## src/include/spi_quirk_pkg.sv

```systemverilog
package spi_quirk_pkg;
    localparam int WORD_W = 32;
    localparam int DATA_W = 16;
    localparam int LAST_XFER_BIT = 24;
    localparam int NUM_CS = 4;
    localparam int CS_IDX_W = 2;
    localparam int FIFO_DEPTH = 32;
    localparam int DIV_W = 8;
    localparam int LEN_W = 4;
    localparam int BITS_W = 5;
    localparam int EDGE_W = 6;
    localparam logic [BITS_W-1:0] BASE_BITS = 5'h08;
    localparam logic [BITS_W-1:0] DATA_BITS = 5'h10;
    localparam logic [DIV_W-1:0] DIV_FAST = 8'h01;
    localparam logic [DIV_W-1:0] DIV_ONE = 8'h01;
    localparam logic [DIV_W-1:0] DIV_RESET = 8'h02;
    localparam logic [LEN_W-1:0] LEN_BYTE = 4'h0;
    localparam logic [EDGE_W-1:0] EXTRA_EDGES = 6'h02;
    localparam logic SIZE_BYTE = 1'b0;
    localparam logic SIZE_HALF = 1'b1;

    typedef struct packed {
        logic [DIV_W-1:0] divider;
        logic [LEN_W-1:0] word_length;
        logic hold;
        logic idle_level;
        logic capture_phase;
    } cs_cfg_t;

    localparam cs_cfg_t CS_CFG_RESET = '{divider: DIV_RESET, word_length: LEN_BYTE,
        hold: 1'b0, idle_level: 1'b0, capture_phase: 1'b0};

    typedef enum logic [2:0] {
        st_idle,
        st_lead,
        st_shift,
        st_trail,
        st_glitch
    } engine_state_t;
endpackage : spi_quirk_pkg

```

## src/include/word_stream_if.sv

```systemverilog
`timescale 1ns/100ps
interface word_stream_if #(parameter int W = 32);
    logic valid;
    logic ready;
    logic [W-1:0] data;
    modport src (output valid, output data, input ready);
    modport snk (input valid, input data, output ready);
endinterface : word_stream_if

```

## src/design/word_fifo.sv

```systemverilog
`timescale 1ns/100ps
module word_fifo #(
    parameter int W = 32,
    parameter int DEPTH = 32
) (
    input wire logic core_clk,
    input wire logic reset,
    input wire logic clk_en,
    input wire logic flush,
    word_stream_if.snk wr_port,
    word_stream_if.src rd_port
);
    localparam int AW = $clog2(DEPTH);

    typedef struct packed {
        logic [DEPTH-1:0][W-1:0] mem;
        logic [AW-1:0] wr_ptr;
        logic [AW-1:0] rd_ptr;
        logic [AW:0] count;
        logic room;
    } fifo_state_t;

    fifo_state_t st_ff;
    fifo_state_t nxt_st;
    logic push;
    logic pop;

    // Ready comes from a stored flag so the top can hand it out straight from a flop.
    assign wr_port.ready = st_ff.room;
    assign rd_port.valid = (st_ff.count != '0);
    assign rd_port.data = st_ff.mem[st_ff.rd_ptr];

    always_comb begin
        nxt_st = st_ff;
        push = wr_port.valid && st_ff.room;
        pop = rd_port.ready && (st_ff.count != '0);
        if (push) begin
            nxt_st.mem[st_ff.wr_ptr] = wr_port.data;
            nxt_st.wr_ptr = st_ff.wr_ptr + AW'(1);
        end
        if (pop) begin
            nxt_st.rd_ptr = st_ff.rd_ptr + AW'(1);
        end
        if (push && !pop) begin
            nxt_st.count = st_ff.count + (AW+1)'(1);
        end else if (pop && !push) begin
            nxt_st.count = st_ff.count - (AW+1)'(1);
        end
        if (flush) begin
            nxt_st.wr_ptr = '0;
            nxt_st.rd_ptr = '0;
            nxt_st.count = '0;
        end
        nxt_st.room = (nxt_st.count != (AW+1)'(DEPTH));
    end

    always_ff @(posedge core_clk) begin
        if (reset) begin
            st_ff <= '0;
            st_ff.room <= 1'b1;
        end else if (clk_en) begin
            st_ff <= nxt_st;
        end
    end
endmodule : word_fifo

```

## src/design/cs_cfg_reg.sv

```systemverilog
`timescale 1ns/100ps
module cs_cfg_reg (
    input wire logic core_clk,
    input wire logic reset,
    input wire logic clk_en,
    input wire logic clear,
    input wire logic wr,
    input spi_quirk_pkg::cs_cfg_t wr_data,
    output spi_quirk_pkg::cs_cfg_t cfg
);
    typedef struct packed {
        spi_quirk_pkg::cs_cfg_t cfg;
    } cfg_state_t;

    cfg_state_t st_ff;
    cfg_state_t nxt_st;

    assign cfg = st_ff.cfg;

    always_comb begin
        nxt_st = st_ff;
        if (clear) begin
            nxt_st.cfg = spi_quirk_pkg::CS_CFG_RESET;
        end else if (wr) begin
            nxt_st.cfg = wr_data;
        end
    end

    always_ff @(posedge core_clk) begin
        if (reset) begin
            st_ff.cfg <= spi_quirk_pkg::CS_CFG_RESET;
        end else if (clk_en) begin
            st_ff <= nxt_st;
        end
    end
endmodule : cs_cfg_reg

```

## src/design/spi_quirk_ctrl.sv

```systemverilog
`timescale 1ns/100ps
module spi_quirk_ctrl #(
    parameter int FIFO_DEPTH = spi_quirk_pkg::FIFO_DEPTH
) (
    input wire logic core_clk,
    input wire logic reset,
    input wire logic clk_en,
    input wire logic soft_reset_command,
    input wire logic enable_command,
    input wire logic disable_command,
    input wire logic master_select_bit,
    input wire logic single_target_mode,
    input wire logic [1:0] target_select,
    input wire logic csr_write,
    input wire logic [1:0] csr_index,
    input wire logic [7:0] csr_divider,
    input wire logic [3:0] csr_word_length,
    input wire logic csr_hold,
    input wire logic csr_idle_level,
    input wire logic csr_capture_phase,
    input wire logic tx_valid,
    input wire logic [31:0] tx_word,
    output logic tx_ready,
    output logic [15:0] rx_data,
    output logic rx_valid,
    output logic transmit_ready_flag,
    output logic transmit_empty_flag,
    output logic controller_enabled,
    output logic dma_transfer_size,
    input wire logic serial_clock_pin_in,
    output logic serial_clock_pin_out,
    output logic serial_clock_pin_oe,
    input wire logic mosi_in,
    output logic mosi_out,
    output logic mosi_oe,
    input wire logic miso_in,
    input wire logic slave_select_n,
    output logic [3:0] chip_select_n
);
    typedef struct packed {
        spi_quirk_pkg::engine_state_t state;
        logic enabled;
        logic half_reset;
        logic glitch_pending;
        logic resend;
        logic last_flag;
        logic [15:0] shift;
        logic [15:0] rx_shift;
        logic [4:0] bits;
        logic [5:0] edge_cnt;
        logic [5:0] edge_total;
        logic [7:0] div_cnt;
        spi_quirk_pkg::cs_cfg_t cur_cfg;
        logic [1:0] cur_cs;
        logic cs_held;
        logic [1:0] held_cs;
        logic [7:0] prev_div;
        logic sck;
        logic mosi;
        logic drive;
        logic [3:0] cs_n;
        logic tx_rdy;
        logic tx_empty;
        logic [15:0] rx_data;
        logic rx_valid;
        logic dma_size;
        logic sck_d;
        logic [4:0] slv_cnt;
    } ctrl_state_t;

    function automatic ctrl_state_t reset_state();
        ctrl_state_t s;
        s = '0;
        s.cs_n = 4'hF;
        s.tx_rdy = 1'b1;
        s.tx_empty = 1'b1;
        s.prev_div = spi_quirk_pkg::DIV_RESET;
        return s;
    endfunction : reset_state

    ctrl_state_t st_ff;
    ctrl_state_t nxt_st;
    spi_quirk_pkg::cs_cfg_t cfg [spi_quirk_pkg::NUM_CS];
    spi_quirk_pkg::cs_cfg_t cfg_sel;
    spi_quirk_pkg::cs_cfg_t csr_data;
    logic [4:0] bits_sel;
    logic [4:0] bits_cs0;
    logic load_go;
    logic resend_go;
    logic odd_extra;
    logic mixed_extra;
    logic leading;
    logic capture_edge;
    logic release_cs;
    logic mute_cs;
    logic pop;

    word_stream_if #(.W(spi_quirk_pkg::WORD_W)) in_if ();
    word_stream_if #(.W(spi_quirk_pkg::WORD_W)) out_if ();

    assign csr_data = '{divider: csr_divider, word_length: csr_word_length, hold: csr_hold,
        idle_level: csr_idle_level, capture_phase: csr_capture_phase};

    for (genvar i = 0; i < spi_quirk_pkg::NUM_CS; i++) begin : g_cfg
        cs_cfg_reg u_cfg (
            .core_clk(core_clk),
            .reset(reset),
            .clk_en(clk_en),
            .clear(soft_reset_command),
            .wr(csr_write && (csr_index == 2'(i))),
            .wr_data(csr_data),
            .cfg(cfg[i])
        );
    end

    assign in_if.valid = tx_valid;
    assign in_if.data = tx_word;
    assign out_if.ready = pop;

    word_fifo #(.W(spi_quirk_pkg::WORD_W), .DEPTH(FIFO_DEPTH)) u_fifo (
        .core_clk(core_clk),
        .reset(reset),
        .clk_en(clk_en),
        .flush(soft_reset_command),
        .wr_port(in_if.snk),
        .rd_port(out_if.src)
    );

    assign cfg_sel = cfg[target_select];
    assign bits_sel = 5'(cfg_sel.word_length) + spi_quirk_pkg::BASE_BITS;
    assign bits_cs0 = 5'(cfg[0].word_length) + spi_quirk_pkg::BASE_BITS;
    assign load_go = (st_ff.state == spi_quirk_pkg::st_idle) && st_ff.enabled &&
        master_select_bit && !st_ff.glitch_pending && out_if.valid && !soft_reset_command;
    // An idle gap with the select still held and the fast divider loses the ready edge.
    assign resend_go = st_ff.cs_held && (st_ff.held_cs == target_select) && cfg_sel.hold &&
        (cfg_sel.divider == spi_quirk_pkg::DIV_FAST) && !st_ff.resend;
    assign odd_extra = (cfg_sel.divider == spi_quirk_pkg::DIV_FAST) && bits_sel[0];
    assign mixed_extra = (cfg_sel.divider == spi_quirk_pkg::DIV_FAST) && cfg_sel.idle_level &&
        !cfg_sel.capture_phase && (st_ff.prev_div != spi_quirk_pkg::DIV_FAST);
    assign leading = !st_ff.edge_cnt[0];
    assign capture_edge = (leading == st_ff.cur_cfg.capture_phase) &&
        (st_ff.edge_cnt[5:1] < st_ff.bits);
    assign release_cs = !st_ff.cur_cfg.hold || st_ff.last_flag;

    always_comb begin
        nxt_st = st_ff;
        nxt_st.rx_valid = 1'b0;
        pop = 1'b0;
        mute_cs = 1'b0;
        // In fixed mode the size seen by the DMA always comes from select zero.
        nxt_st.dma_size = ((single_target_mode ? cfg[0].word_length : cfg_sel.word_length)
            != spi_quirk_pkg::LEN_BYTE) ? spi_quirk_pkg::SIZE_HALF
            : spi_quirk_pkg::SIZE_BYTE;
        if (enable_command) begin
            nxt_st.enabled = 1'b1;
        end
        if (disable_command && master_select_bit) begin
            nxt_st.enabled = 1'b0;
        end
        if (csr_write && !master_select_bit) begin
            nxt_st.glitch_pending = 1'b1;
        end
        case (st_ff.state)
            spi_quirk_pkg::st_idle: begin
                nxt_st.sck = cfg_sel.idle_level;
                if (st_ff.enabled && master_select_bit && st_ff.glitch_pending) begin
                    nxt_st.state = spi_quirk_pkg::st_glitch;
                    nxt_st.sck = !cfg_sel.idle_level;
                    nxt_st.glitch_pending = 1'b0;
                end else if (load_go) begin
                    pop = !resend_go;
                    nxt_st.resend = resend_go;
                    nxt_st.tx_rdy = !resend_go;
                    nxt_st.tx_empty = 1'b0;
                    nxt_st.cur_cfg = cfg_sel;
                    nxt_st.cur_cs = target_select;
                    nxt_st.bits = bits_sel;
                    nxt_st.last_flag = out_if.data[spi_quirk_pkg::LAST_XFER_BIT];
                    nxt_st.shift = out_if.data[15:0] << (spi_quirk_pkg::DATA_BITS - bits_sel);
                    nxt_st.mosi = nxt_st.shift[15];
                    nxt_st.rx_shift = '0;
                    nxt_st.edge_cnt = '0;
                    nxt_st.div_cnt = '0;
                    nxt_st.edge_total = 6'({bits_sel, 1'b0}) +
                        ((odd_extra || mixed_extra) ? spi_quirk_pkg::EXTRA_EDGES : 6'h00);
                    nxt_st.state = spi_quirk_pkg::st_lead;
                end
            end
            spi_quirk_pkg::st_lead: begin
                nxt_st.state = spi_quirk_pkg::st_shift;
            end
            spi_quirk_pkg::st_shift: begin
                nxt_st.div_cnt = st_ff.div_cnt + 8'h01;
                if (nxt_st.div_cnt >= st_ff.cur_cfg.divider) begin
                    nxt_st.div_cnt = '0;
                    nxt_st.sck = !st_ff.sck;
                    nxt_st.edge_cnt = st_ff.edge_cnt + 6'h01;
                    if (capture_edge) begin
                        nxt_st.rx_shift = {st_ff.rx_shift[14:0], miso_in};
                    end else if (st_ff.edge_cnt != '0) begin
                        nxt_st.shift = {st_ff.shift[14:0], 1'b0};
                        nxt_st.mosi = nxt_st.shift[15];
                    end
                    if (nxt_st.edge_cnt >= st_ff.edge_total) begin
                        nxt_st.state = spi_quirk_pkg::st_trail;
                    end
                end
            end
            spi_quirk_pkg::st_trail: begin
                nxt_st.rx_data = st_ff.rx_shift;
                nxt_st.rx_valid = 1'b1;
                nxt_st.prev_div = st_ff.cur_cfg.divider;
                nxt_st.tx_empty = !out_if.valid;
                nxt_st.cs_held = !release_cs;
                nxt_st.held_cs = st_ff.cur_cs;
                nxt_st.state = spi_quirk_pkg::st_idle;
            end
            spi_quirk_pkg::st_glitch: begin
                nxt_st.sck = cfg_sel.idle_level;
                nxt_st.state = spi_quirk_pkg::st_idle;
            end
            default: begin
                nxt_st.state = spi_quirk_pkg::st_idle;
            end
        endcase
        // Slave receive uses select zero's length; the pins are already core synchronous.
        nxt_st.sck_d = serial_clock_pin_in;
        if (st_ff.enabled && !master_select_bit) begin
            if (slave_select_n) begin
                nxt_st.slv_cnt = '0;
            end else if (serial_clock_pin_in && !st_ff.sck_d) begin
                nxt_st.rx_shift = {st_ff.rx_shift[14:0], mosi_in};
                nxt_st.slv_cnt = st_ff.slv_cnt + 5'h01;
                if (nxt_st.slv_cnt >= bits_cs0) begin
                    nxt_st.rx_data = nxt_st.rx_shift;
                    nxt_st.rx_valid = 1'b1;
                    nxt_st.slv_cnt = '0;
                end
            end
        end
        // After a lone soft reset the select trails the first clock edge by one cycle.
        mute_cs = st_ff.half_reset && ((nxt_st.state == spi_quirk_pkg::st_lead) ||
            ((nxt_st.state == spi_quirk_pkg::st_shift) && (st_ff.edge_cnt == '0)));
        nxt_st.drive = nxt_st.enabled && master_select_bit;
        nxt_st.cs_n = 4'hF;
        if (nxt_st.drive) begin
            if ((nxt_st.state inside {spi_quirk_pkg::st_lead, spi_quirk_pkg::st_shift,
                spi_quirk_pkg::st_trail}) && !mute_cs) begin
                nxt_st.cs_n[nxt_st.cur_cs] = 1'b0;
            end else if (nxt_st.cs_held) begin
                nxt_st.cs_n[nxt_st.held_cs] = 1'b0;
            end
        end
        if (soft_reset_command) begin
            nxt_st = reset_state();
            nxt_st.half_reset = !st_ff.half_reset;
        end
    end

    always_ff @(posedge core_clk) begin
        if (reset) begin
            st_ff <= reset_state();
        end else if (clk_en) begin
            st_ff <= nxt_st;
        end
    end

    assign tx_ready = in_if.ready;
    assign rx_data = st_ff.rx_data;
    assign rx_valid = st_ff.rx_valid;
    assign transmit_ready_flag = st_ff.tx_rdy;
    assign transmit_empty_flag = st_ff.tx_empty;
    assign controller_enabled = st_ff.enabled;
    assign dma_transfer_size = st_ff.dma_size;
    assign serial_clock_pin_out = st_ff.sck;
    assign serial_clock_pin_oe = st_ff.drive;
    assign mosi_out = st_ff.mosi;
    assign mosi_oe = st_ff.drive;
    assign chip_select_n = st_ff.cs_n;
endmodule : spi_quirk_ctrl

```

## config.mk

```make
export PLATFORM = sky130hd
export DESIGN_NAME = spi_quirk_ctrl
export DESIGN_NICKNAME = d
export VERILOG_FILES = /design/src/include/spi_quirk_pkg.sv /design/src/include/word_stream_if.sv /design/src/design/word_fifo.sv /design/src/design/cs_cfg_reg.sv /design/src/design/spi_quirk_ctrl.sv
export SDC_FILE = /design/constraint.sdc
export NUM_CORES = 2
export LEC_CHECK = 0
export BUFFER_PORTS_ARGS = -buffer_cell sky130_fd_sc_hd__buf_4
export CAP_MARGIN = 15
export CORE_MARGIN = 2
export CORE_UTILIZATION = 64
export DETAILED_ROUTE_END_ITERATION = 8
export PLACE_DENSITY = 0.82
export REMOVE_ABC_BUFFERS = 1
export SLEW_MARGIN = 20
export SYNTH_ARGS = -nofsm -noshare
export SYNTH_HDL_FRONTEND = slang
export SYNTH_SLANG_ARGS = --single-unit
```

## constraint.sdc

```tcl
create_clock -name core_clk -period 5.14 [get_ports core_clk]
set_input_delay 0.257 -clock core_clk [delete_from_list [all_inputs] [get_ports core_clk]]
set_output_delay 0.257 -clock core_clk [all_outputs]
set_load 0.1 [all_outputs]
```

==> flow_metrics.py <==
metrics = {
    "detailed_routing": {
        "post_drt_via_cell_ratio": 6.32,
        "via_count": 30305,
        "wirelength_mm": 98.9,
        "dr.first_iter.drc_count": 3712,
        "detail_route.wl_per_cell_um": 20.6,
        "drcViolationCount": 0,
        "firstDrtPassIters": 7,
        "antenna_left": 0,
    },
    "placement": {
        "dp_cells": 4634,
        "place.gp.congestion": 0.932,
        "place_worst_setup_slack_ps": 1460,
        "port_buffers": 79,
        "detailedPlacementHpwl_mm": 59.6,
    },
    "global_routing": {
        "grt_max_degree": 187,
        "global_router_s_overall_resource_usage": 0.347,
        "overflow": 0,
        "grt_pass1_vias": 28515,
        "antenna_found_initial": 0,
        "grt_pass1_wl_mm": 155,
    },
    "min_path": {
        "worstHoldEndpoint": "dma_transfer_size",
        "min_delay_worst_type": "in -> reg",
        "worstHoldPathCells": 4,
        "hp-start": "single_target_mode",
    },
    "sta": {
        "finalHoldViolCount": 0,
        "rsz_0062_raised_after_global_routing": "no",
        "clock.fmax_mhz": 260,
        "finalMaxSlewViolations": 0,
        "worst_tran_pin_value_ps": 1120,
        "setup_ws_ps": 1300,
        "report.final.setup_viol": 0,
        "slew-limit-headroom": 0.256,
        "layout_min_cycle_time_ps": 3840,
        "worst_clock_skew_ps": 26.6,
        "fin_crit_sh": 0.748,
        "finalSetupTns_ps": 0,
    },
    "finish": {
        "synthToLayoutAreaGrowth_pct": 9.63,
        "fin_util": 0.710,
        "finish.net_count": 4149,
        "layout_cell_share_with_drive_strength_beyond_1": 0.111,
        "number_of_inserted_diodes": 0,
        "most-common-layout-cells": "sky130_fd_sc_hd__nand2_1, sky130_fd_sc_hd__dfxtp_1, sky130_fd_sc_hd__a21oi_1",
        "final.fill_count": 4029,
        "final_common_cell": "sky130_fd_sc_hd__nand2_1",
        "stdcell_count": 4792,
    },
    "logic_synthesis": {
        "syn-instance-count": 4149,
        "dominantRegCellSynth": "sky130_fd_sc_hd__dfxtp_1",
        "synth_warnings": 0,
        "syn_area_um2": 34100,
        "number_of_synthesized_register_bits": 740,
        "synth_sequential_area_ratio": 0.435,
        "synth_async_sr_flop_share": 0,
        "synth_cell_type_count": 80,
        "synthesis.area_per_instance_um2": 8.22,
        "synth_edf_count": 0,
    },
    "critical_path": {
        "cp.arrival_ps": 4340,
        "timing.rr.start": "u_fifo.st_ff[7]",
        "crit_path_max_fo": 26,
        "element_type_at_the_critical_path_start": "flop",
        "required_ps": 5630,
        "crit_type": "reg -> reg",
        "worstRegToRegCells": 11,
        "crit-reg2reg-capture": "st_ff[112]",
        "r2r_setup_slack_ps": 1300,
        "end_kind": "flop",
    },
    "die": {
        "die_w_um": 235,
        "initial_core_util": 0.647,
        "floorplan.die.height_um": 235,
        "core_area_um2": 52700,
        "design.die.area_um2": 55100,
        "num_rows": 84,
        "num_io_pins": 95,
    },
    "status": {
        "run_status": "finished, final reports clean",
    },
    "power": {
        "p_per_area_nw_per_um2": 322,
        "totalPowerFinal_mw": 12.0,
        "p_leak_nw": 12.3,
        "power.ir.vdd_worst_mv": 0.321,
    },
    "cts": {
        "clk_pin_slew_worst_paths_ps": 60,
        "ctsHtreeMaxLevel": 3,
        "clock_path_buffers": 3,
        "cts_post_setup_buffers_inserted": 0,
        "root_driver": "sky130_fd_sc_hd__clkbuf_16",
        "worst_skew_pair.late_latency_ps": 640,
        "cts_tree": "done",
        "cts_sinks": 740,
        "numCtsBuffers": 78,
    },
    "flow_run": {
        "max_cap_viol_count": 0,
    },
}
cell usage after synthesis (18+ instances only):
cell / instances / area share
sky130_fd_sc_hd__mux4_2: 126 / 0.083
sky130_fd_sc_hd__nand2_1: 1255 / 0.14
sky130_fd_sc_hd__o211ai_1: 22 / 0.0048
sky130_fd_sc_hd__a21oi_1: 618 / 0.091
sky130_fd_sc_hd__clkbuf_1: 290 / 0.032
sky130_fd_sc_hd__o31ai_1: 18 / 0.0040
sky130_fd_sc_hd__dfxtp_1: 740 / 0.43
sky130_fd_sc_hd__o21ai_0: 103 / 0.015
sky130_fd_sc_hd__mux2i_1: 84 / 0.025
sky130_fd_sc_hd__o22ai_1: 19 / 0.0035
sky130_fd_sc_hd__inv_1: 46 / 0.0051
sky130_fd_sc_hd__nor3_1: 27 / 0.0040
sky130_fd_sc_hd__nand3_1: 52 / 0.0076
sky130_fd_sc_hd__a22oi_1: 111 / 0.024
sky130_fd_sc_hd__buf_4: 34 / 0.0075
sky130_fd_sc_hd__xnor2_1: 21 / 0.0054
sky130_fd_sc_hd__nor2_1: 219 / 0.024
sky130_fd_sc_hd__ha_1: 38 / 0.014
timing repair:
item,4_1_cts,5_1_grt
endpoints found under the setup margin,0,0
hold buffers,20,0
hold endpoints to repair,64,0
gates resized for setup,0,0
report_power, final:
part / switching, mW / internal (mW) / leakage, nW / total [mW]
logic: 0.401 / 0.139 / 5.05 / 0.540
clock network: 2.35 / 3.38 / 1.29 / 5.74
registers: 0.0134 / 5.75 / 5.96 / 5.77
through the flow:
step,cell area (um^2),hold WS [ps]
4_1_cts,37400,9.65
5_1_grt,37400,20.3
2_1_floorplan,32400,326
3_3_place_gp,34600,438
3_5_place_dp,34600,443
6_report,37400,32.3
flip-flops by register name (all words and copies together) (netlist names):
signal,flops
serial_clock_pin_out,1
transmit_empty_flag,1
rx_valid,1
dma_transfer_size,1
u_fifo.wr_port.ready,1
controller_enabled,1
u_fifo.st_ff,560
rx_data,16
chip_select_n,4
mosi_out,1
mosi_oe,1
st_ff,91
g_cfg.u_cfg.cfg,60
transmit_ready_flag,1
worst max-delay path by stage:
stage	startpoint	end	slack [ps]	cells past startpoint
floorplan	u_fifo.st_ff[7]	st_ff[115]	-3370	8
global placement	u_fifo.st_ff[8]	st_ff[110]	1470	8
detailed placement	u_fifo.st_ff[7]	st_ff[110]	1460	9
CTS	u_fifo.st_ff[7]	st_ff[110]	1430	9
global route	u_fifo.st_ff[7]	st_ff[112]	1130	11
finish	u_fifo.st_ff[7]	st_ff[112]	1300	11
worst max-delay path: stages, from the launching register on:
cell and delay (ps):
sky130_fd_sc_hd__dfxtp_4 650, sky130_fd_sc_hd__buf_12 280, sky130_fd_sc_hd__buf_4 450, sky130_fd_sc_hd__buf_4 300, sky130_fd_sc_hd__mux2i_1 220, sky130_fd_sc_hd__o221ai_1 150
sky130_fd_sc_hd__a211oi_1 680, sky130_fd_sc_hd__a21o_1 190, sky130_fd_sc_hd__mux2i_1 130, sky130_fd_sc_hd__mux4_2 500, sky130_fd_sc_hd__nand2_1 80, sky130_fd_sc_hd__a21oi_1 60
cell type report:
| class | count | area, um^2 | share of cell area |
|---|---|---|---|
| inverter | 47 | 176 | 0.00472 |
| tap | 688 | 861 | 0.0230 |
| timing repair buffer | 176 | 1420 | 0.0379 |
| sequential | 740 | 14800 | 0.397 |
| clock buffer | 113 | 2320 | 0.0620 |
| clock inverter | 25 | 273 | 0.00730 |
| multi-input combinational | 3003 | 17500 | 0.468 |
metal layers:
layer | up-vias | wire length [um] | GRT usage
li1 | 14074 | - | -
met1 | 14446 | 38700 | 0.449
met2 | 1532 | 46200 | 0.560
met3 | 253 | 9760 | 0.0719
met4 | 0 | 4170 | 0.157
met5 | - | 0 | 0
logic make-up (layout without fill, tap and decap cells):
group           Yosys count  after routing  synth area share
simple gates           1659           1659             0.195
mux                     223            223             0.113
xor+xnor                 36             36           0.00925
flops                   740            740             0.435
fa+ha+maj                38             38            0.0139
compound gates         1047           1047             0.180
buf+inv                 406            361            0.0540
Power figures use the tool's default switching activity.
